### config.mk
export PLATFORM = sky130hd
export DESIGN_NAME = acc_conv_ctrl
export DESIGN_NICKNAME = d
export VERILOG_FILES = /design/src/core/acc_pkg.sv /design/src/core/acc_conv_ctrl.sv
export SDC_FILE = /design/constraint.sdc
export NUM_CORES = 1
export LEC_CHECK = 0
export BUFFER_PORTS_ARGS = -buffer_cell sky130_fd_sc_hd__buf_2
export CORE_ASPECT_RATIO = 0.9
export CORE_MARGIN = 2
export CORE_UTILIZATION = 48
export CTS_CLUSTER_SIZE = 20
export DETAILED_ROUTE_END_ITERATION = 6
export GPL_TIMING_DRIVEN = 1
export HOLD_SLACK_MARGIN = 0.08
export PLACE_DENSITY = 0.78
export SLEW_MARGIN = 20
export SYNTH_ARGS = -nofsm -noshare
export SYNTH_HDL_FRONTEND = slang
export SYNTH_SLANG_ARGS = --single-unit
### constraint.sdc
create_clock -name clk -period 3.2 [get_ports clk]
set_clock_uncertainty 0.05 [all_clocks]
set_input_delay 0 -clock clk [delete_from_list [all_inputs] [get_ports clk]]
set_output_delay 0 -clock clk [all_outputs]
set_load 0.05 [all_outputs]
### src/core/acc_pkg.sv
// package: register map, field positions and types of the conversion control block
package acc_pkg;

  // ************************************************************
  // register offsets (byte addresses)
  // ************************************************************
  // printed offset 0xE1 is not word aligned, so 0xE1 and 0xE8 are both taken as indices
  localparam logic [7:0] ACC_IDX_CTRL_ONE = 8'hE1;
  localparam logic [7:0] ACC_IDX_CTRL_ZERO = 8'hE8;
  localparam logic [11:0] ACC_ADDR_CTRL_ONE = {2'h0, ACC_IDX_CTRL_ONE, 2'h0};
  localparam logic [11:0] ACC_ADDR_CTRL_ZERO = {2'h0, ACC_IDX_CTRL_ZERO, 2'h0};
  localparam logic [11:0] ACC_ADDR_BITOP = 12'h400;
  localparam logic [11:0] ACC_ADDR_STATUS = 12'h404;

  // ************************************************************
  // field positions and reset values
  // ************************************************************
  localparam int ACC_C0_DONE = 7;
  localparam int ACC_C0_BUSY = 6;
  localparam int ACC_C1_SWAP = 6;
  localparam int ACC_C1_EXT_EN = 1;
  localparam int ACC_C1_CONV_EN = 0;
  localparam logic [7:0] ACC_C1_WMASK = 8'h4F;
  localparam logic [7:0] ACC_CTRL_ZERO_RST = 8'h00;
  localparam logic [7:0] ACC_CTRL_ONE_RST = 8'h00;
  localparam logic [3:0] ACC_CH_BANDGAP = 4'h8;
  localparam logic [7:0] ACC_SAR_LAT_DEF = 8'h0E;

  // ************************************************************
  // encodings and types
  // ************************************************************
  localparam logic [1:0] ACC_SRC_PWM_CHANNEL_ZERO = 2'h0;
  localparam logic [1:0] ACC_SRC_PWM_CHANNEL_TWO = 2'h1;
  localparam logic [1:0] ACC_SRC_PWM_CHANNEL_FOUR = 2'h2;
  localparam logic [1:0] ACC_SRC_PIN = 2'h3;
  localparam logic [1:0] ACC_TRG_FALL = 2'h0;
  localparam logic [1:0] ACC_TRG_RISE = 2'h1;
  localparam logic [1:0] ACC_TRG_CENTRE = 2'h2;
  localparam logic [1:0] ACC_TRG_END = 2'h3;

  typedef struct packed {
    logic conv_done_flag;
    logic conv_start_busy;
    logic [1:0] ext_trig_source_sel;
    logic [3:0] input_channel_sel;
  } acc_ctrl_zero_t;

  typedef struct packed {
    logic rsv7;
    logic trig_pin_swap;
    logic [1:0] rsv5;
    logic [1:0] ext_trig_condition;
    logic ext_trig_enable;
    logic converter_enable;
  } acc_ctrl_one_t;

  typedef struct packed {
    logic [2:0] pwm_level;
    logic [2:0] pwm_centre;
    logic [2:0] pwm_end;
  } acc_pwm_t;

  typedef enum logic [2:0] {
    ACC_IDLE = 3'b001,
    ACC_CONV = 3'b010,
    ACC_WAIT = 3'b100
  } acc_state_t;

endpackage

### src/core/acc_conv_ctrl.sv
// design: conversion start, busy, done and trigger control with apb register slave
//
// Local design decision: the APB register port.
`timescale 1ns/1ps
// ************************************************************
// Summary of operation
// done flag set when conversion finishes
// no new conversion while done flag set
// software clears the done flag
// writing start bit one launches conversion
// busy reads one during conversion, then clears
// source field picks pwm 0/2/4 or pin
// channel code routes inputs or band-gap
// disabled converter disconnects all inputs
// swap bit picks port0 bit4 or port1 bit3
// swap takes effect immediately, no sync
// condition field: fall, rise, centre, end
// centre/end only with centre-aligned pwm
// hardware trigger only when external enabled
// triggers while busy are dropped, never queued
// enable bit powers converter on or off
// control zero supports single bit set/clear
// hardware start also sets busy bit
// completion raises interrupt request when enabled
// software start while busy silently ignored
// wait for core done with configurable latency
// ************************************************************
module acc_conv_ctrl import acc_pkg::*; #(
  parameter logic [7:0] SAR_LATENCY = ACC_SAR_LAT_DEF
) (
  // clock and reset
  input wire logic clk,
  input wire logic rstn,
  // apb slave
  input wire logic psel,
  input wire logic penable,
  input wire logic pwrite,
  input wire logic [11:0] paddr,
  input wire logic [31:0] pwdata,
  input wire logic [3:0] pstrb,
  output logic [31:0] prdata,
  output logic pready,
  output logic pslverr,
  // trigger sources
  input wire acc_pwm_t pwm_in,
  input wire logic port0_bit4,
  input wire logic port1_bit3,
  input wire logic conv_irq_enable,
  // analog core
  input wire logic sar_done,
  output logic sar_start,
  output logic sar_power_on,
  output logic [8:0] sar_input_connect,
  output logic conv_irq
);

  // ************************************************************
  // state
  // ************************************************************
  acc_ctrl_zero_t c0_r;
  acc_ctrl_zero_t c0_nxt;
  acc_ctrl_one_t c1_r;
  acc_ctrl_one_t c1_nxt;
  acc_state_t st_r;
  acc_state_t st_nxt;
  logic [7:0] lat_r;
  logic [7:0] lat_nxt;
  logic trg_prev_r;
  logic trg_prev_nxt;
  logic [31:0] prdata_nxt;
  logic pready_nxt;
  logic pslverr_nxt;
  logic start_nxt;
  logic irq_nxt;
  logic power_nxt;
  logic [8:0] connect_nxt;
  logic trg_level;
  logic trg_event;
  logic sw_start;
  logic hw_start;
  logic go;
  logic access;
  logic wr;
  logic hit;
  logic wr_zero;
  logic wr_one;
  logic wr_bit;
  logic rd_setup;
  logic [7:0] wbyte;
  logic [7:0] rbyte;

  // ************************************************************
  // helpers
  // ************************************************************
  // one-hot routing; reserved codes and a powered-down converter route nothing
  function automatic logic [8:0] acc_route(input logic en, input logic [3:0] ch);
    logic [8:0] r;
    r = 9'h000;
    if (en && ch <= ACC_CH_BANDGAP) begin
      r[ch] = 1'b1;
    end
    return r;
  endfunction

  // pwm channel picked by the source field; the pin source picks none
  function automatic logic [2:0] acc_src_mask(input logic [1:0] src);
    logic [2:0] m;
    m = 3'h0;
    unique case (src)
      ACC_SRC_PWM_CHANNEL_ZERO: m = 3'h1;
      ACC_SRC_PWM_CHANNEL_TWO: m = 3'h2;
      ACC_SRC_PWM_CHANNEL_FOUR: m = 3'h4;
      ACC_SRC_PIN: m = 3'h0;
    endcase
    return m;
  endfunction

  // true for an address that names a register of this block
  function automatic logic acc_known(input logic [11:0] a);
    return a == ACC_ADDR_CTRL_ZERO || a == ACC_ADDR_CTRL_ONE || a == ACC_ADDR_BITOP || a == ACC_ADDR_STATUS;
  endfunction

  // ************************************************************
  // trigger source
  // ************************************************************
  always_comb begin
    unique case (c0_r.ext_trig_source_sel)
      ACC_SRC_PWM_CHANNEL_ZERO: begin
        trg_level = pwm_in.pwm_level[0];
      end
      ACC_SRC_PWM_CHANNEL_TWO: begin
        trg_level = pwm_in.pwm_level[1];
      end
      ACC_SRC_PWM_CHANNEL_FOUR: begin
        trg_level = pwm_in.pwm_level[2];
      end
      // swap acts straight on the mux, so a swap can itself look like an edge
      ACC_SRC_PIN: begin
        trg_level = c1_r.trig_pin_swap ? port1_bit3 : port0_bit4;
      end
    endcase
    trg_prev_nxt = trg_level;
  end

  // ************************************************************
  // trigger condition
  // ************************************************************
  always_comb begin
    trg_event = 1'b0;
    // centre/end events only pulse when the pwm runs centre-aligned
    unique case (c1_r.ext_trig_condition)
      ACC_TRG_FALL: begin
        trg_event = trg_prev_r & ~trg_level;
      end
      ACC_TRG_RISE: begin
        trg_event = ~trg_prev_r & trg_level;
      end
      ACC_TRG_CENTRE: begin
        trg_event = |(pwm_in.pwm_centre & acc_src_mask(c0_r.ext_trig_source_sel));
      end
      ACC_TRG_END: begin
        trg_event = |(pwm_in.pwm_end & acc_src_mask(c0_r.ext_trig_source_sel));
      end
    endcase
    hw_start = c1_r.ext_trig_enable & trg_event;
  end

  // ************************************************************
  // apb decode
  // ************************************************************
  always_comb begin
    access = psel & penable;
    wr = access & pwrite & pstrb[0];
    wbyte = pwdata[7:0];
    hit = acc_known(paddr);
    rd_setup = psel & ~penable & ~pwrite;
    wr_zero = wr && paddr == ACC_ADDR_CTRL_ZERO;
    wr_one = wr && paddr == ACC_ADDR_CTRL_ONE;
    wr_bit = wr && paddr == ACC_ADDR_BITOP;
  end

  // ************************************************************
  // control registers and conversion sequencing
  // ************************************************************
  always_comb begin
    c0_nxt = c0_r;
    c1_nxt = c1_r;
    st_nxt = st_r;
    lat_nxt = lat_r;
    start_nxt = 1'b0;
    irq_nxt = 1'b0;
    sw_start = 1'b0;
    if (wr_zero) begin
      c0_nxt.conv_done_flag = wbyte[ACC_C0_DONE];
      c0_nxt.ext_trig_source_sel = wbyte[5:4];
      c0_nxt.input_channel_sel = wbyte[3:0];
      // the busy bit is never written: a one only asks for a start
      sw_start = wbyte[ACC_C0_BUSY];
    end
    // bit operation: pwdata[2:0] bit number, pwdata[3] value written
    if (wr_bit) begin
      if (pwdata[2:0] == 3'(ACC_C0_BUSY)) begin
        sw_start = pwdata[3];
      end else begin
        c0_nxt[pwdata[2:0]] = pwdata[3];
      end
    end
    if (wr_one) begin
      c1_nxt = wbyte & ACC_C1_WMASK;
    end
    // busy and done both block: late triggers are simply lost
    go = (sw_start | hw_start) & ~c0_r.conv_start_busy & ~c0_r.conv_done_flag;
    unique case (st_r)
      ACC_IDLE: begin
        if (go) begin
          c0_nxt.conv_start_busy = 1'b1;
          start_nxt = 1'b1;
          lat_nxt = SAR_LATENCY;
          st_nxt = ACC_CONV;
        end
      end
      ACC_CONV: begin
        if (lat_r != 8'h00) begin
          lat_nxt = lat_r - 8'h01;
        end else begin
          st_nxt = ACC_WAIT;
        end
      end
      // completion is applied after any software write, so setting the flag wins
      ACC_WAIT: begin
        if (sar_done) begin
          c0_nxt.conv_start_busy = 1'b0;
          c0_nxt.conv_done_flag = 1'b1;
          irq_nxt = conv_irq_enable;
          st_nxt = ACC_IDLE;
        end
      end
    endcase
  end

  // ************************************************************
  // apb response
  // ************************************************************
  // read data is taken in the setup cycle and stands until the next read
  always_comb begin
    rbyte = 8'h00;
    if (paddr == ACC_ADDR_CTRL_ZERO) begin
      rbyte = c0_r;
    end else if (paddr == ACC_ADDR_CTRL_ONE) begin
      rbyte = c1_r;
    end else if (paddr == ACC_ADDR_STATUS) begin
      rbyte = {5'h00, st_r};
    end
    prdata_nxt = rd_setup ? {24'h000000, rbyte} : prdata;
    // zero wait states: ready in every access cycle
    pready_nxt = psel & ~penable;
    pslverr_nxt = psel & ~penable & ~hit;
  end

  // ************************************************************
  // analog core controls
  // ************************************************************
  always_comb begin
    power_nxt = c1_nxt.converter_enable;
    connect_nxt = acc_route(c1_nxt.converter_enable, c0_nxt.input_channel_sel);
  end

  // ************************************************************
  // control register flops
  // ************************************************************
  always_ff @(posedge clk or negedge rstn) begin
    if (!rstn) begin
      c0_r <= ACC_CTRL_ZERO_RST;
      c1_r <= ACC_CTRL_ONE_RST;
    end else begin
      c0_r <= c0_nxt;
      c1_r <= c1_nxt;
    end
  end

  // ************************************************************
  // sequencer flops
  // ************************************************************
  always_ff @(posedge clk or negedge rstn) begin
    if (!rstn) begin
      st_r <= ACC_IDLE;
      lat_r <= 8'h00;
    end else begin
      st_r <= st_nxt;
      lat_r <= lat_nxt;
    end
  end

  // ************************************************************
  // trigger history flop
  // ************************************************************
  always_ff @(posedge clk or negedge rstn) begin
    if (!rstn) begin
      trg_prev_r <= 1'b0;
    end else begin
      trg_prev_r <= trg_prev_nxt;
    end
  end

  // ************************************************************
  // apb response flops
  // ************************************************************
  always_ff @(posedge clk or negedge rstn) begin
    if (!rstn) begin
      prdata <= 32'h00000000;
      pready <= 1'b0;
      pslverr <= 1'b0;
    end else begin
      prdata <= prdata_nxt;
      pready <= pready_nxt;
      pslverr <= pslverr_nxt;
    end
  end

  // ************************************************************
  // core handshake flops
  // ************************************************************
  always_ff @(posedge clk or negedge rstn) begin
    if (!rstn) begin
      sar_start <= 1'b0;
      conv_irq <= 1'b0;
    end else begin
      sar_start <= start_nxt;
      conv_irq <= irq_nxt;
    end
  end

  // ************************************************************
  // analog routing flops
  // ************************************************************
  always_ff @(posedge clk or negedge rstn) begin
    if (!rstn) begin
      sar_power_on <= 1'b0;
      sar_input_connect <= 9'h000;
    end else begin
      sar_power_on <= power_nxt;
      sar_input_connect <= connect_nxt;
    end
  end

endmodule

* Word-level counts from Yosys, hierarchy flattened
Index checks and enable logic that the tools add are counted.
** Cells by class
- Add/subtract/negate cells :: 1
- $lt $le $gt $ge :: 5
- Equal/unequal tests :: 18
- Multiplexer cells :: 38
- Bitwise logic cells :: 21
- Reductions and logical operators :: 17
** Operator list (number)
- 2-to-1 mux 8 bit :: 5
- == test 12 x 10 -> 1 bit, second input constant :: 2
- == test 12 x 11 -> 1 bit, second input constant :: 2
- 2-to-1 mux 3 bit :: 6
- case mux 8 bit (2 select lines) :: 1
- 2-to-1 mux 1 bit :: 14
- case mux 3 bit (4 select lines) :: 1
- bitwise AND 1 bit :: 11
- 2-to-1 mux 9 bit :: 1
- case mux 3 bit (3 select lines) :: 1
- bitwise mux 8 bit :: 1
- == test 2 bit, second input constant :: 4
- inequality test 2 bit, second input constant :: 4
- case mux 1 bit (4 select lines) :: 2
- nonzero test 8 bit :: 1
- subtractor 8 x 1 -> 8 bit, second input constant :: 1
- 2-to-1 mux 7 bit :: 1
- inverter 1 bit :: 7
- bitwise AND 3 bit :: 2
- == test 3 bit, second input constant :: 2
- logical AND 1 bit :: 6
- 2-to-1 mux 6 bit :: 1
- AND reduction 3 bit :: 2
- OR reduction 3 bit :: 2
- 16 further kinds :: 20
** Word-level totals
- Register bits after elaboration :: 46
- Input port bits :: 66
- Output and inout bits :: 46
- Logic and storage cells :: 117

* Longest topological paths before layout
- Depth in word-level cells :: 13
- Gate-level depth with buffers :: 7

* Worst setup path after synthesis
Ideal clock, no wire load.
- Path type :: register to register
- Start point :: reg c1_r[6] (netlist bit)
- End point :: reg lat_r[0]
- Arrival time :: 2.318 ns
- Slack :: 0.694 ns
- Cell stages (with the launch flop) :: 7
- Path buffers :: 0
- Cells stage by stage :: dfrtp_1 > mux2_4 > mux4_2 > mux2_4 > o32a_4 > nor4_4 > o31ai_1
** On the way
- Longest elaborated chain between the ends :: 11
- Elaborated cells between the ends (all ways) :: 12
- Those cells by class :: eq/ne: 1; mux: 3; bitwise: 7; reduce/logical: 1
** RTL lines
- start: declaration :: RTL line acc_conv_ctrl.sv:62 : acc_ctrl_one_t c1_r;
- start signal: assignment :: RTL line acc_conv_ctrl.sv:277 : c1_r <= c1_nxt;
- 2-to-1 mux 1 bit (*) :: RTL line acc_conv_ctrl.sv:139 : trg_level = c1_r.trig_pin_swap ? port1_bit3 : port0_bit4;
- case mux 1 bit (4 select lines) (*) :: RTL line acc_conv_ctrl.sv:127 : unique case (c0_r.ext_trig_source_sel)
- net trg_level :: RTL line acc_conv_ctrl.sv:77 : logic trg_level;
- inverter 1 bit :: RTL line acc_conv_ctrl.sv:153 : trg_event = trg_prev_r & ~trg_level;
- bitwise AND 1 bit :: RTL line acc_conv_ctrl.sv:153
- case mux 1 bit (4 select lines) (*) :: RTL line acc_conv_ctrl.sv:151 : unique case (c1_r.ext_trig_condition)
- bitwise AND 1 bit (*) :: RTL line acc_conv_ctrl.sv:165 : hw_start = c1_r.ext_trig_enable & trg_event;
- OR 1 bit (*) :: RTL line acc_conv_ctrl.sv:212 : go = (sw_start | hw_start) & ~c0_r.conv_start_busy & ~c0_r.conv_done_flag;
- bitwise AND 1 bit (*) (2 in a row) :: RTL line acc_conv_ctrl.sv:212
- inequality test 2 bit (no source line) (*)
- AND reduction 3 bit (no source line) (*)
- end signal: assignment :: RTL line acc_conv_ctrl.sv:290 : lat_r <= lat_nxt;
- end: declaration :: RTL line acc_conv_ctrl.sv:66 : logic [7:0] lat_r;
The timed path passes the listed nets; every way through them passes the cells marked *.
A chain may end at the register's enable or synchronous reset.

* Worst setup path after layout
Same ends and word-level chain as after synthesis.

==> impl_metrics.tcl <==
set metrics [dict create \
    synth_area_leaders "dfrtp_1 (43%), buf_4 (6.9%), nor2_1 (3.6%)" \
    p_comb_share_pct 27.9 \
    dr_total_vias 2167 \
    die_area_um2 6020 \
    relSlewSlack_pct 37.2 \
    intPower_mw 1.08 \
    grt_pass1_vias 2005 \
    grt_usage_pct 19.5 \
    yosysUniqueCellTypes 58 \
    p_per_area_nw_per_um2 519 \
    portBuffers 60 \
    grtUsageMet2_pct 32.1 \
    slowest_delay_ns 0.52 \
    finalMaxSlewViolations 0 \
    post_cts_buffers 0 \
    hpwl_mm 4.12 \
    r2r_setup_slack_ns 0.45 \
    synth_area_um2 2600 \
    preCtsSetupSlack_ns 0.458 \
    pwr-share-seq_pct 46.3 \
    place_congestion 0.959 \
    drtPass1Iterations 5 \
    worst-path-max-fanout 10 \
    p_clk_share_pct 25.8 \
    reg2reg_from "c1_r[6]$_DFFE_PN0P_" \
    drv_cap 0 \
    grt_use_met3_pct 5.28 \
    drc 0 \
    synthAdderAreaFrac_pct 0.963 \
    layout-drive-gt1-share_pct 26.2 \
    cp_slowest_cell "mux4_2" \
    drt_iter0_drc 158 \
    tightest_slew_ns 0.939 \
    placed_area_um2 2880 \
    fin_ws_ns 0.455 \
    top_usage_layer "met2" \
    crit_arrival_ns 2.86 \
    fin_nets 407 \
    synth_compound_area_share_pct 14.1 \
    cts_tree "built" \
    via_per_inst 5.32 \
    synth_top_family_by_area "simple AND/OR/NAND/NOR gates" \
    p_leak_nw 1.49 \
    cts_inserted_buffers 5 \
    cts.path.max_buffers 2 \
    wl_per_cell_um 13.9 \
    cp-end-kind "flip-flop" \
    cts_hold_buf 15 \
    antenna_found_initial 0 \
    utilization_pct 60.1 \
    die_w_um 81.5 \
    fin_crit_sh_pct 85.8 \
    fin_setup_tns_ns 0 \
    max_freq_mhz 364 \
    fp-row-count 25 \
    critical_path.cell_chain "mux2_4 > mux4_2 > mux2_4 > o32a_4 > nor4_4 > o31ai_1" \
    grt_pass1_wl_mm 8.96 \
    areaGrowthSynthToFinish_pct 20.9 \
    async_flop_share_pct 100 \
    clk_latency_ns 0.29 \
    design_area_um2 3140 \
    crit_start "c1_r[6]$_DFFE_PN0P_" \
    hold_violations 0 \
    grt_max_degree 47 \
    ys_seq_elements 46 \
    use_met1_pct 25.2 \
    ir_drop_uv 208 \
    synth_flop_cell "dfrtp_1" \
    outcome "finished, final reports clean" \
    yosys.area.top_type "dfrtp_1" \
    yosysMostFrequentCell "dfrtp_1" \
    min_period_ns 2.75 \
    cp-endpoint "lat_r[0]$_DFFE_PN0P_" \
    netlist.area_leader.share_pct 43.4 \
    hp-class "in -> reg" \
    crit_top_cell "mux2_4" \
    yosys.area_share.xor_xnor_pct 1.35 \
    yosysWarningCount 0 \
    wl_mm 5.68 \
    yosysSeqAreaShare_pct 44.4 \
    critPathLaunchType "flip-flop" \
    switching_power_mw 0.550 \
    crit_type "reg -> reg" \
    n_fill_cell 434 \
    die_h_um 73.8 \
    ys_top_cells_by_count "dfrtp_1 (45), nor2_1 (25), buf_4 (24)" \
    clk_pin_slew_ns 0.08 \
    htree_levels 2 \
    ant_nets 0 \
    rsz0062_at_grt "false" \
    synthSimpleGateAreaFrac_pct 23.1 \
    switching_share_pct 33.8 \
    diodes 0 \
    cts_resized 0 \
    gr-total-overflow 0 \
    syn_inst 262 \
    cts_root_buf "clkbuf_8" \
    rr_worst_depth 6 \
    pin_count 112 \
    syn_area_per_cell_um2 9.91 \
    muxShareOfSynthArea_pct 6.02 \
    core-area_um2 5220 \
    synth_edf_count 0 \
    cp.required_ns 3.31 \
    initial_core_util_pct 49.7 \
    setup_viol 0 \
    clock_sinks 46 \
    r2r_end "lat_r[0]$_DFFE_PN0P_" \
]
==> final cells by class <==
cell class | count | area [µm²] | area share, %
Multi-Input combinational cell | 194 | 1270 | 40.5
Sequential cell | 46 | 1150 | 36.7
Timing Repair Buffer | 76 | 460 | 14.7
Tap cell | 67 | 83.8 | 2.67
Clock buffer | 6 | 72.6 | 2.31
Inverter | 16 | 60.1 | 1.91
Clock inverter | 2 | 37.5 | 1.20
==> routing by layer <==
layer / part of all wire (%) / vias up
met1: 44 / 1013
met4: 1.1 / 0
met5: 0 / -
met2: 47 / 96
met3: 8.2 / 6
li1: - / 1052
==> registers in the layout (all words and copies together) (netlist names) <==
signal,count
sar_start,1
c1_r,4
sar_input_connect,9
conv_irq,1
pready,1
trg_prev_r,1
pslverr,1
prdata,8
st_r,3
sar_power_on,1
c0_r,8
lat_r,8
==> worst min path at each step <==
| stage | start | end | slack (ns) | cells after the start |
|---|---|---|---|---|
| after floorplan | rstn | c0_r[0]$_DFF_PN0_ | -0.35 | 0 |
| after global placement | rstn | pslverr$_DFF_PN0_ | 0.16 | 1 |
| after detailed placement | conv_irq_enable | conv_irq$_DFF_PN0_ | 0.17 | 3 |
| after CTS | paddr[11] | pslverr$_DFF_PN0_ | 0.08 | 5 |
| after global routing | paddr[11] | pslverr$_DFF_PN0_ | 0.11 | 5 |
| final | paddr[11] | pslverr$_DFF_PN0_ | 0.1 | 5 |
==> worst max-delay path: cells and delay by family (launching register included) <==
kind             cells  cell delay [ns]
multiplexers         3             1.14
AO/OA/AOI/OAI        2             0.52
flip-flops           1             0.42
AND/OR/NAND/NOR      1             0.49
==> power by group through the flow <==
| stage | sequential, mW | combinational (mW) | clock (mW) |
|---|---|---|---|
| after floorplan | 0.786 | 0.319 | 0 |
| after global placement | 0.762 | 0.425 | 0 |
| after detailed placement | 0.763 | 0.439 | 0 |
| after CTS | 0.754 | 0.456 | 0.434 |
| after global routing | 0.766 | 0.501 | 0.458 |
| final | 0.754 | 0.455 | 0.420 |
==> per-stage QoR <==
step / std cells / hold WS, ns / total power [mW]
floorplan: 285 / -0.346 / 1.11
finish: 407 / 0.0959 / 1.63
detailed placement: 384 / 0.168 / 1.20
CTS: 407 / 0.0843 / 1.64
global route: 407 / 0.113 / 1.73
global placement: 384 / 0.162 / 1.19
==> cell families (layout without fill, tap and decap cells) <==
logic type	Yosys count	after routing
xor gates and xnor gates	4	4
muxes	12	12
AOI/OAI and AO/OA	51	51
other	1	24
and+or+nand+nor	101	101
buffers and inverters	45	100
adders and majority gates	2	2
DFF	46	46
==> cells in the final DEF, fill, tap and decap left out, drive strengths merged, types with 3 or more instances in the layout <==
master	netlist	layout
or4	4	4
buf	24	61
dfrtp	45	45
or3	3	3
a222oi	3	3
nand2	13	13
clkbuf	5	6
a22oi	3	3
nor2	25	25
xor2	3	3
nor3	8	8
nor2b	3	3
a21o	3	3
a21oi	12	12
nand3	8	8
mux2i	7	7
nand4	3	3
nand3b	3	3
dlygate4sd3	0	15
nor4b	3	3
conb	1	24
mux2	3	3
nand2b	5	5
o21ai	16	16
o21a	3	3
nor4	9	9
inv	16	16
Note: power is estimated with default switching activity, not from simulation.
